===== src/common/codec_cfg_pkg.sv =====
package codec_cfg_pkg;

  // ------------------------------------------------------------
  // register addresses (3-bit field of the control word)
  // ------------------------------------------------------------
  localparam logic [2:0] ADDR_MODE  = 3'h0;
  localparam logic [2:0] ADDR_CLOCK = 3'h1;
  localparam logic [2:0] ADDR_POWER = 3'h2;
  localparam logic [2:0] ADDR_GAIN  = 3'h3;
  localparam logic [2:0] ADDR_DAC   = 3'h4;

  localparam logic [7:0] REG_RESET = 8'h00;

  // ------------------------------------------------------------
  // field positions
  // ------------------------------------------------------------
  localparam int MODE_OPMODE_BIT  = 0;
  localparam int MODE_MIXED_BIT   = 1;
  localparam int MODE_CASCADE_LSB = 4;
  localparam int MODE_SWRESET_BIT = 7;
  localparam int CLK_RATE_LSB     = 0;
  localparam int CLK_SCLK_LSB     = 2;
  localparam int CLK_MDIV_LSB     = 4;
  localparam int CLK_ECHO_BIT     = 7;
  localparam int PWR_TAP_BIT      = 1;
  localparam int PWR_AMP_BIT      = 2;
  localparam int PWR_ADC_BIT      = 3;
  localparam int GAIN_IN_LSB      = 0;
  localparam int GAIN_MODRST_BIT  = 3;
  localparam int GAIN_OUT_LSB     = 4;
  localparam int DAC_ADV_LSB      = 0;

  // ------------------------------------------------------------
  // divider and timing constants
  // ------------------------------------------------------------
  localparam logic [11:0] SRATE_DIV_MAX  = 12'h0800;
  localparam logic [3:0]  SCLK_DIV_MAX   = 4'h8;
  localparam logic [2:0]  MDIV_MAX_CODE  = 3'h4;
  localparam int          SWRESET_CYCLES = 4;

  // control word from the serial port
  typedef struct packed {
    logic [2:0] addr;
    logic [7:0] data;
  } wr_req_t;

  // decoded configuration
  typedef struct packed {
    logic       opModeData;
    logic       mixedModeEnable;
    logic [2:0] cascadeCount;
    logic [1:0] sampleRateSel;
    logic [1:0] serialClkSel;
    logic [2:0] masterClkSel;
    logic       controlEchoEnable;
    logic       analogTapPower;
    logic       inputAmpPower;
    logic       adcPower;
    logic [2:0] inputGain;
    logic       modulatorReset;
    logic [2:0] outputGain;
    logic [4:0] dacAdvance;
  } cfg_t;

endpackage : codec_cfg_pkg


===== src/rtl/codec_config_registers.sv =====
// Behaviour
// - mode bit 0: program 0, data 1
// - mode bits 6:4 hold cascade count
// - clock bits 1:0 select sample rate
// - clock bits 3:2 select serial divider
// - clock bits 6:4 select master divider
// - clock bit 7 enables control echo
// - power bit 1 powers analog tap
// - power bit 2 powers input amplifier
// - power bit 3 powers the ADC
// - gain bits 2:0 select input gain
// - gain bit 3 holds modulator reset
// - gain bits 6:4 select output gain
// - dac bits 4:0 set load advance
// - sample divisor 2048,1024,512,256; default 2048
// - serial divisor 8,4,2,1; default 8
// - master divisor 1..5; codes 5-7 undivided
// - advance step is 1/32 sample period
`timescale 1ns/100ps
module codec_config_registers (
  input  wire logic                  mclk,
  input  wire logic                  rst_n,
  input  wire logic                  wrValid,
  input  wire codec_cfg_pkg::wr_req_t wrReq,
  input  wire logic [2:0]            rdAddr,
  output logic [7:0]                 rdData,
  output codec_cfg_pkg::cfg_t        cfg,
  output logic [11:0]                sampleDivisor,
  output logic [3:0]                 serialDivisor,
  output logic [2:0]                 masterDivisor,
  output logic                       swResetBusy
);

  // ----------------------------------------------------------
  // register storage
  // ----------------------------------------------------------
  logic [7:0] modeReg_r;
  logic [7:0] clockReg_r;
  logic [7:0] powerReg_r;
  logic [7:0] gainReg_r;
  logic [7:0] dacReg_r;
  logic [2:0] swCnt_r;

  wire wrMode  = wrValid && wrReq.addr == codec_cfg_pkg::ADDR_MODE;
  wire wrClock = wrValid && wrReq.addr == codec_cfg_pkg::ADDR_CLOCK;
  wire wrPower = wrValid && wrReq.addr == codec_cfg_pkg::ADDR_POWER;
  wire wrGain  = wrValid && wrReq.addr == codec_cfg_pkg::ADDR_GAIN;
  wire wrDac   = wrValid && wrReq.addr == codec_cfg_pkg::ADDR_DAC;

  // software reset: setting the reset bit clears the bank for a few cycles;
  // writes are ignored while it runs so the clear cannot be half undone
  wire swKick  = wrMode && wrReq.data[codec_cfg_pkg::MODE_SWRESET_BIT] && !swResetBusy;
  wire swHold  = swCnt_r != 3'h0;
  wire wrOk    = !swHold;
  wire [2:0] swCntNxt = swKick ? 3'(codec_cfg_pkg::SWRESET_CYCLES)
                      : (swHold ? swCnt_r - 3'h1 : 3'h0);

  function automatic logic [7:0] upd(input logic hit, input logic [7:0] cur,
                                     input logic [7:0] val);
    upd = hit ? val : cur;
  endfunction : upd

  always_ff @(posedge mclk or negedge rst_n) begin
    if (!rst_n) begin
      modeReg_r  <= codec_cfg_pkg::REG_RESET;
      clockReg_r <= codec_cfg_pkg::REG_RESET;
      powerReg_r <= codec_cfg_pkg::REG_RESET;
      gainReg_r  <= codec_cfg_pkg::REG_RESET;
      dacReg_r   <= codec_cfg_pkg::REG_RESET;
      swCnt_r    <= 3'h0;
    end else if (swKick || swHold) begin
      modeReg_r  <= codec_cfg_pkg::REG_RESET;
      clockReg_r <= codec_cfg_pkg::REG_RESET;
      powerReg_r <= codec_cfg_pkg::REG_RESET;
      gainReg_r  <= codec_cfg_pkg::REG_RESET;
      dacReg_r   <= codec_cfg_pkg::REG_RESET;
      swCnt_r    <= swCntNxt;
    end else begin
      // reserved bits stored as written, power bit 7 included
      modeReg_r  <= upd(wrMode && wrOk, modeReg_r, wrReq.data);
      clockReg_r <= upd(wrClock && wrOk, clockReg_r, wrReq.data);
      powerReg_r <= upd(wrPower && wrOk, powerReg_r, wrReq.data);
      gainReg_r  <= upd(wrGain && wrOk, gainReg_r, wrReq.data);
      dacReg_r   <= upd(wrDac && wrOk, dacReg_r, wrReq.data);
      swCnt_r    <= swCntNxt;
    end
  end

  // ----------------------------------------------------------
  // field decode
  // ----------------------------------------------------------
  codec_cfg_pkg::cfg_t cfgNxt;
  always_comb begin
    cfgNxt                   = '0;
    cfgNxt.opModeData        = modeReg_r[codec_cfg_pkg::MODE_OPMODE_BIT];
    cfgNxt.mixedModeEnable   = modeReg_r[codec_cfg_pkg::MODE_MIXED_BIT];
    cfgNxt.cascadeCount      = modeReg_r[codec_cfg_pkg::MODE_CASCADE_LSB +: 3];
    cfgNxt.sampleRateSel     = clockReg_r[codec_cfg_pkg::CLK_RATE_LSB +: 2];
    cfgNxt.serialClkSel      = clockReg_r[codec_cfg_pkg::CLK_SCLK_LSB +: 2];
    cfgNxt.masterClkSel      = clockReg_r[codec_cfg_pkg::CLK_MDIV_LSB +: 3];
    cfgNxt.controlEchoEnable = clockReg_r[codec_cfg_pkg::CLK_ECHO_BIT];
    cfgNxt.analogTapPower    = powerReg_r[codec_cfg_pkg::PWR_TAP_BIT];
    cfgNxt.inputAmpPower     = powerReg_r[codec_cfg_pkg::PWR_AMP_BIT];
    cfgNxt.adcPower          = powerReg_r[codec_cfg_pkg::PWR_ADC_BIT];
    cfgNxt.inputGain         = gainReg_r[codec_cfg_pkg::GAIN_IN_LSB +: 3];
    cfgNxt.modulatorReset    = gainReg_r[codec_cfg_pkg::GAIN_MODRST_BIT];
    cfgNxt.outputGain        = gainReg_r[codec_cfg_pkg::GAIN_OUT_LSB +: 3];
    cfgNxt.dacAdvance        = dacReg_r[codec_cfg_pkg::DAC_ADV_LSB +: 5];
  end

  // divisor table lookups
  wire [11:0] sampleDivNxt = codec_cfg_pkg::SRATE_DIV_MAX >> cfgNxt.sampleRateSel;
  wire [3:0]  serialDivNxt = codec_cfg_pkg::SCLK_DIV_MAX >> cfgNxt.serialClkSel;
  wire [2:0]  masterDivNxt = (cfgNxt.masterClkSel > codec_cfg_pkg::MDIV_MAX_CODE)
                           ? 3'h1 : cfgNxt.masterClkSel + 3'h1;

  logic [7:0] rdDataNxt;
  always_comb begin
    case (rdAddr)
      codec_cfg_pkg::ADDR_MODE:  rdDataNxt = modeReg_r;
      codec_cfg_pkg::ADDR_CLOCK: rdDataNxt = clockReg_r;
      codec_cfg_pkg::ADDR_POWER: rdDataNxt = powerReg_r;
      codec_cfg_pkg::ADDR_GAIN:  rdDataNxt = gainReg_r;
      codec_cfg_pkg::ADDR_DAC:   rdDataNxt = dacReg_r;
      default:                   rdDataNxt = 8'h00;
    endcase
  end

  // ----------------------------------------------------------
  // registered outputs (one cycle behind the storage; swResetBusy changes on the same edge as swCnt_r)
  // ----------------------------------------------------------
  always_ff @(posedge mclk or negedge rst_n) begin
    if (!rst_n) begin
      rdData        <= 8'h00;
      cfg           <= '0;
      sampleDivisor <= codec_cfg_pkg::SRATE_DIV_MAX;
      serialDivisor <= codec_cfg_pkg::SCLK_DIV_MAX;
      masterDivisor <= 3'h1;
      swResetBusy   <= 1'b0;
    end else begin
      rdData        <= rdDataNxt;
      cfg           <= cfgNxt;
      sampleDivisor <= sampleDivNxt;
      serialDivisor <= serialDivNxt;
      masterDivisor <= masterDivNxt;
      swResetBusy   <= swKick || (swCntNxt != 3'h0);
    end
  end

  // writes only count when no software clear is running
  wire quiet   = !swKick && !swHold;
  wire modeHit = quiet && wrMode && !wrReq.data[codec_cfg_pkg::MODE_SWRESET_BIT];
endmodule : codec_config_registers


===== config.mk =====
export PLATFORM = sky130hd
export DESIGN_NAME = codec_config_registers
export DESIGN_NICKNAME = d
export VERILOG_FILES = /design/src/common/codec_cfg_pkg.sv /design/src/rtl/codec_config_registers.sv
export SDC_FILE = /design/constraint.sdc
export NUM_CORES = 1
export LEC_CHECK = 0
export BUFFER_PORTS_ARGS = -buffer_cell sky130_fd_sc_hd__buf_2
export CORE_AREA = 10 10 96 98
export DETAILED_ROUTE_END_ITERATION = 7
export DIE_AREA = 0 0 106 108
export HOLD_SLACK_MARGIN = 0.08
export PLACE_DENSITY = 0.74
export REMOVE_ABC_BUFFERS = 1
export SLEW_MARGIN = 10
export SYNTH_ARGS = -nofsm -noshare
export SYNTH_HDL_FRONTEND = slang
export SYNTH_SLANG_ARGS = --single-unit

===== constraint.sdc =====
create_clock -name mclk -period 1.55 [get_ports mclk]
set_clock_uncertainty 0.1 [all_clocks]
set_input_delay 0.31 -clock mclk [delete_from_list [all_inputs] [get_ports mclk]]
set_output_delay 0.31 -clock mclk [all_outputs]
set_load 0.005 [all_outputs]

=== Word level (Yosys, flattened, before mapping) ===
Index checks and enable logic that the tools add are counted.

* Add/sub/neg operators: 2
* Shifts and indexed selects: 2
* Mux-type cells: 14
* Equality and inequality tests: 8
* Reductions and logical operators: 25
* Magnitude comparators: 1

{| class="wikitable"
|+ Operators with widths
! kind !! count
|-
| two-way mux 8 bit || 10
|-
| one-hot mux 8 bit (5 select lines) || 1
|-
| equality test 3 x 2 -> 1 bit (second input constant) || 4
|-
| logical AND 1 bit || 12
|-
| >> shifter 12 x 2 -> 12 bit (first input constant) || 1
|-
| nonzero test 2 bit || 5
|-
| two-way mux 3 bit || 3
|-
| equality test 3 x 1 -> 1 bit (second input constant) || 2
|-
| equality test 3 bit (second input constant) || 2
|-
| logical NOT 3 bit || 2
|-
| nonzero test 3 bit || 2
|-
| >> shifter 4 x 2 -> 4 bit (first input constant) || 1
|-
| adder 3 x 1 -> 3 bit (second input constant) || 1
|-
| > comparator 3 bit (second input constant) || 1
|-
| subtractor 3 x 1 -> 3 bit (second input constant) || 1
|-
| logical NOT 1 bit || 2
|-
| logical OR 1 bit || 2
|}

* Logic and storage cells: 77
* Input port bits: 17
* Output and inout bits: 56
* Bits in registers: 99

=== Logic depth before layout (Yosys ltp) ===
* Depth in word-level cells: 7
* Gate-level depth with buffers: 5
* Gate-level depth less buffers: 4

=== Worst setup path before layout ===
OpenSTA, ideal clock, no wires.

* Path kind: reg2reg
* From: register swCnt_r[2]
* To: register gainReg_r[2]
* Cell stages (with the launch flop): 6
* Clock period less this slack: 1486 ps
* Library setup time: 77 ps
* Data arrival time: 1308 ps
* Data required time: 1373 ps
* Slack: 64 ps
* Buffers on the path: 2
* Cell sequence: dfrtp_1 -> or3_1 -> buf_2 -> o21bai_4 -> buf_6 -> a21oi_1

* Cells in the longest elaborated chain, start to end: 4
* Elaborated cells on any way between the ends: 6
* Those cells by class: 1 x mux; 5 x reduce/logical

{| class="wikitable"
|+ RTL lines
! element !! line !! source
|-
| from (decl) || codec_config_registers.sv:42 || <nowiki>logic [2:0] swCnt_r;</nowiki>
|-
| from (signal assigned) || codec_config_registers.sv:77 || <nowiki>swCnt_r <= swCntNxt;</nowiki>
|-
| from (signal assigned) || codec_config_registers.sv:85 || <nowiki>swCnt_r <= swCntNxt;</nowiki>
|-
| nonzero test 3 bit (*) || codec_config_registers.sv:53 || <nowiki>wire swHold = swCnt_r != 3'h0;</nowiki>
|-
| logical NOT 1 bit || n/a ||
|-
| logical AND 1 bit || codec_config_registers.sv:83 || <nowiki>gainReg_r <= upd(wrGain && wrOk, gainReg_r, wrReq.data);</nowiki>
|-
| nonzero test 2 bit (no source line) || n/a ||
|-
| to (signal assigned) || codec_config_registers.sv:68 || <nowiki>gainReg_r <= codec_cfg_pkg::REG_RESET;</nowiki>
|-
| to (signal assigned) || codec_config_registers.sv:75 || <nowiki>gainReg_r <= codec_cfg_pkg::REG_RESET;</nowiki>
|-
| to (signal assigned) || codec_config_registers.sv:83 ||
|-
| to (decl) || codec_config_registers.sv:40 || <nowiki>logic [7:0] gainReg_r;</nowiki>
|}

Mark *: on every way between the ends. The rest lies on a longest branch, timed or not.
A chain may end at the register's enable or synchronous reset.

=== Worst setup path after layout ===
* From: register swCnt_r[0]
* To: register gainReg_r[2]

The elaborated chain is that of the path after synthesis.

==> impl_metrics.json <==
{
  "cts.sinks": 91,
  "grt_max_degree": 92,
  "holdWs_ns": 0.119,
  "path_clk_slew_ns": 0.09,
  "synth_top_area_cell": "dfrtp_1",
  "max-vdd-ir-drop_mv": 0.579,
  "crit_buf_inv": 1,
  "synth_most_common_cell": "dfrtp_1",
  "ys_ff_latch": 91,
  "die-height_microns": 108,
  "ys_top_cells_by_area": "dfrtp_1, mux2i_1, nor2_1, nand2_1, mux2_2",
  "drt_wl_total_mm": 8.07,
  "critPathRequiredTime_ns": 1.74,
  "fmax_mhz": 680,
  "netlist_area_sq_um": 3520,
  "slew_viol_final": 0,
  "synth_edf_count": 0,
  "final_nets": 390,
  "io_buffers": 64,
  "initial_utilization_pct": 47.3,
  "async_flop_share_pct": 100,
  "drt-initial-drc-count": 162,
  "hold_viol": 0,
  "first_pass_iters": 4,
  "fin_crit_sh_pct": 94.8,
  "cts_root_buffer": "clkbuf_8",
  "syn2layout_area_growth_pct": 21.5,
  "post-route-min-period_ns": 1.47,
  "hpwl_mm": 5.52,
  "wl_per_cell_microns": 16.9,
  "holdCritPathClass": "input pin to flip-flop",
  "setup.worst_path.class": "flip-flop to flip-flop",
  "cts-htree-levels": 3,
  "numCtsBuffers": 9,
  "drc": 0,
  "p_leak_nw": 2.13,
  "path_max_fanout": 16,
  "cp_slowest_cell": "dfrtp_1",
  "grt_pass1_wl_mm": 12.6,
  "endpoint_kind": "flip-flop",
  "r2r_setup_slack_ns": 0.08,
  "rows": 32,
  "fin_cells": 478,
  "overflow": 0,
  "cp_cell_sequence": "or3_4 -> o21bai_4 -> buf_12 -> a21oi_1",
  "synthCells": 286,
  "cpPeakStageDelay_ns": 0.42,
  "start_kind": "flip-flop",
  "viasPerCell": 5.03,
  "num_vias": 2406,
  "total_power_mw": 4.96,
  "dieArea_sq_um": 11400,
  "ys_seq_area_share_pct": 64.7,
  "final_util_pct": 57.5,
  "setup_viol_count_final": 0,
  "synth.distinct_cells": 32,
  "outcome": "finished clean",
  "num_io_pins": 73,
  "grt_pass1_vias": 2384,
  "insertion_delay_ns": 0.36,
  "final_area_sq_um": 4280,
  "p_per_area_nw_per_um2": 1160,
  "rsz0062_at_grt": "no",
  "diodes": 0,
  "cp.arrival_ns": 1.66,
  "antenna_left": 0,
  "critPathTopFamily": "flip-flops",
  "cts_tree": "done",
  "drive_above_1_share_pct": 32.4,
  "avgSynthCellArea_sq_um": 12.3,
  "synthTopCellsByCount": "dfrtp_1, nor2_1, nand2_1, mux2i_1, a21oi_1",
  "ys_warn_count": 0,
  "netlist.area_leader.share_pct": 62.5,
  "clock_path_buffers": 2,
  "ys.flop_type": "dfrtp_1",
  "die-width_microns": 106,
  "placed_area_sq_um": 4090,
  "dp_cells": 460,
  "antenna_found_initial": 0,
  "grt_usage_pct": 14.2,
  "gp_congestion": 0.849,
  "coreArea_sq_um": 7450,
  "maxCapViolCount": 0
}
[path summary, 6_finish.rpt]
| check | start | to | cells after the start |
|---|---|---|---|
| worst max-delay path | swCnt_r[0]$_DFF_PN0_ | gainReg_r[2]$_DFFE_PN0P_ | 4 |
| worst min-delay path | wrReq[1] | gainReg_r[1]$_DFFE_PN0P_ | 3 |
| worst max register to register | swCnt_r[0]$_DFF_PN0_ | gainReg_r[2]$_DFFE_PN0P_ | 4 |
| worst min register to register | powerReg_r[3]$_DFFE_PN0P_ | cfg[12]$_DFF_PN0_ | 0 |
| max in group asynchronous | rst_n | sampleDivisor[11]$_DFF_PN1_ | 3 |
| min in group asynchronous | rst_n | cfg[17]$_DFF_PN0_ | 3 |
[per-layer routing]
| layer | vias to the layer above | GRT usage, % | share of wire [%] |
|---|---|---|---|
| met2 | 82 | 20.8 | 46 |
| met4 | 0 | 7.74 | 1.6 |
| met1 | 1180 | 18.7 | 44 |
| met3 | 8 | 3.93 | 7.9 |
| met5 | - | 0 | 0 |
| li1 | 1136 | - | - |
[stage by stage]
step                      setup WS [ns]  TNS (ns)
after floorplan                  -0.550    -14.15
after detailed placement        -0.0813     -1.92
final                            0.0805         0
after global placement          -0.0424     -1.25
after CTS                        0.0358         0
after global routing             0.0219         0
[cell usage in the layout, fill, tap and decap left out, drive strengths merged]
master / Yosys / routed
or4b: 1 / 1
clkbuf: 7 / 10
nor2b: 7 / 7
a22oi: 7 / 7
nand2: 29 / 29
clkinv: 0 / 2
a2bb2oi: 1 / 1
buf: 16 / 89
nor3: 1 / 1
dfrtp: 88 / 88
conb: 1 / 8
nor2: 30 / 30
nor4b: 1 / 1
nand3: 8 / 8
a21oi: 17 / 17
mux2: 8 / 8
dlygate4sd3: 0 / 1
nand4b: 1 / 1
nor4bb: 3 / 3
or3: 1 / 1
clkinvlp: 0 / 3
o21bai: 1 / 1
inv: 3 / 4
ha: 2 / 2
dfstp: 3 / 3
and2: 3 / 3
o21ai: 11 / 11
and4b: 1 / 1
mux2i: 25 / 25
nand2b: 2 / 2
a32oi: 8 / 8
[where the power goes]
group | switching (mW) | leakage (nW) | total, mW | internal (mW)
Clock | 0.832 | 0.0787 | 1.41 | 0.582
Sequential | 0.154 | 1.22 | 2.83 | 2.67
Combinational | 0.377 | 0.829 | 0.717 | 0.340
Total | 1.36 | 2.13 | 4.96 | 3.60
[logic make-up after synthesis]
group	after synthesis	share of synthesized area (%)
DFF	91	64.7
and+or+nand+nor	88	12.1
AOI/OAI and AO/OA	45	8.24
muxes	33	9.66
buffers and inverters	26	4.47
adders and majority gates	2	0.710
other	1	0.106
[sequential cells by signal (all words and copies together), names as in the netlist]
| register | count |
|---|---|
| masterDivisor | 3 |
| dacReg_r | 8 |
| cfg | 28 |
| serialDivisor | 4 |
| sampleDivisor | 4 |
| gainReg_r | 8 |
| rdData | 8 |
| clockReg_r | 8 |
| swResetBusy | 1 |
| modeReg_r | 8 |
| powerReg_r | 8 |
| swCnt_r | 3 |
[cell type report]
type | count | area [sq um]
clock buffer | 10 | 128
sequential | 91 | 2280
fill | 639 | 3170
inverter | 3 | 11.3
tap | 102 | 128
timing repair buffer | 90 | 558
multi-input combinational | 176 | 1130
clock inverter | 6 | 41.3
[timing repair]
action	CTS	global route
endpoints found under the setup margin	0	3
hold endpoints to repair	88	0
hold buffers	1	0
resized for setup	0	1
setup buffers	0	1
[worst register-to-register path, stage by stage, from the launching register on]
cell and delay, ns:
dfrtp_1 0.42, or3_4 0.39, o21bai_4 0.20, buf_12 0.16, a21oi_1 0.12
No activity file was read; power rests on OpenSTA's default activity.
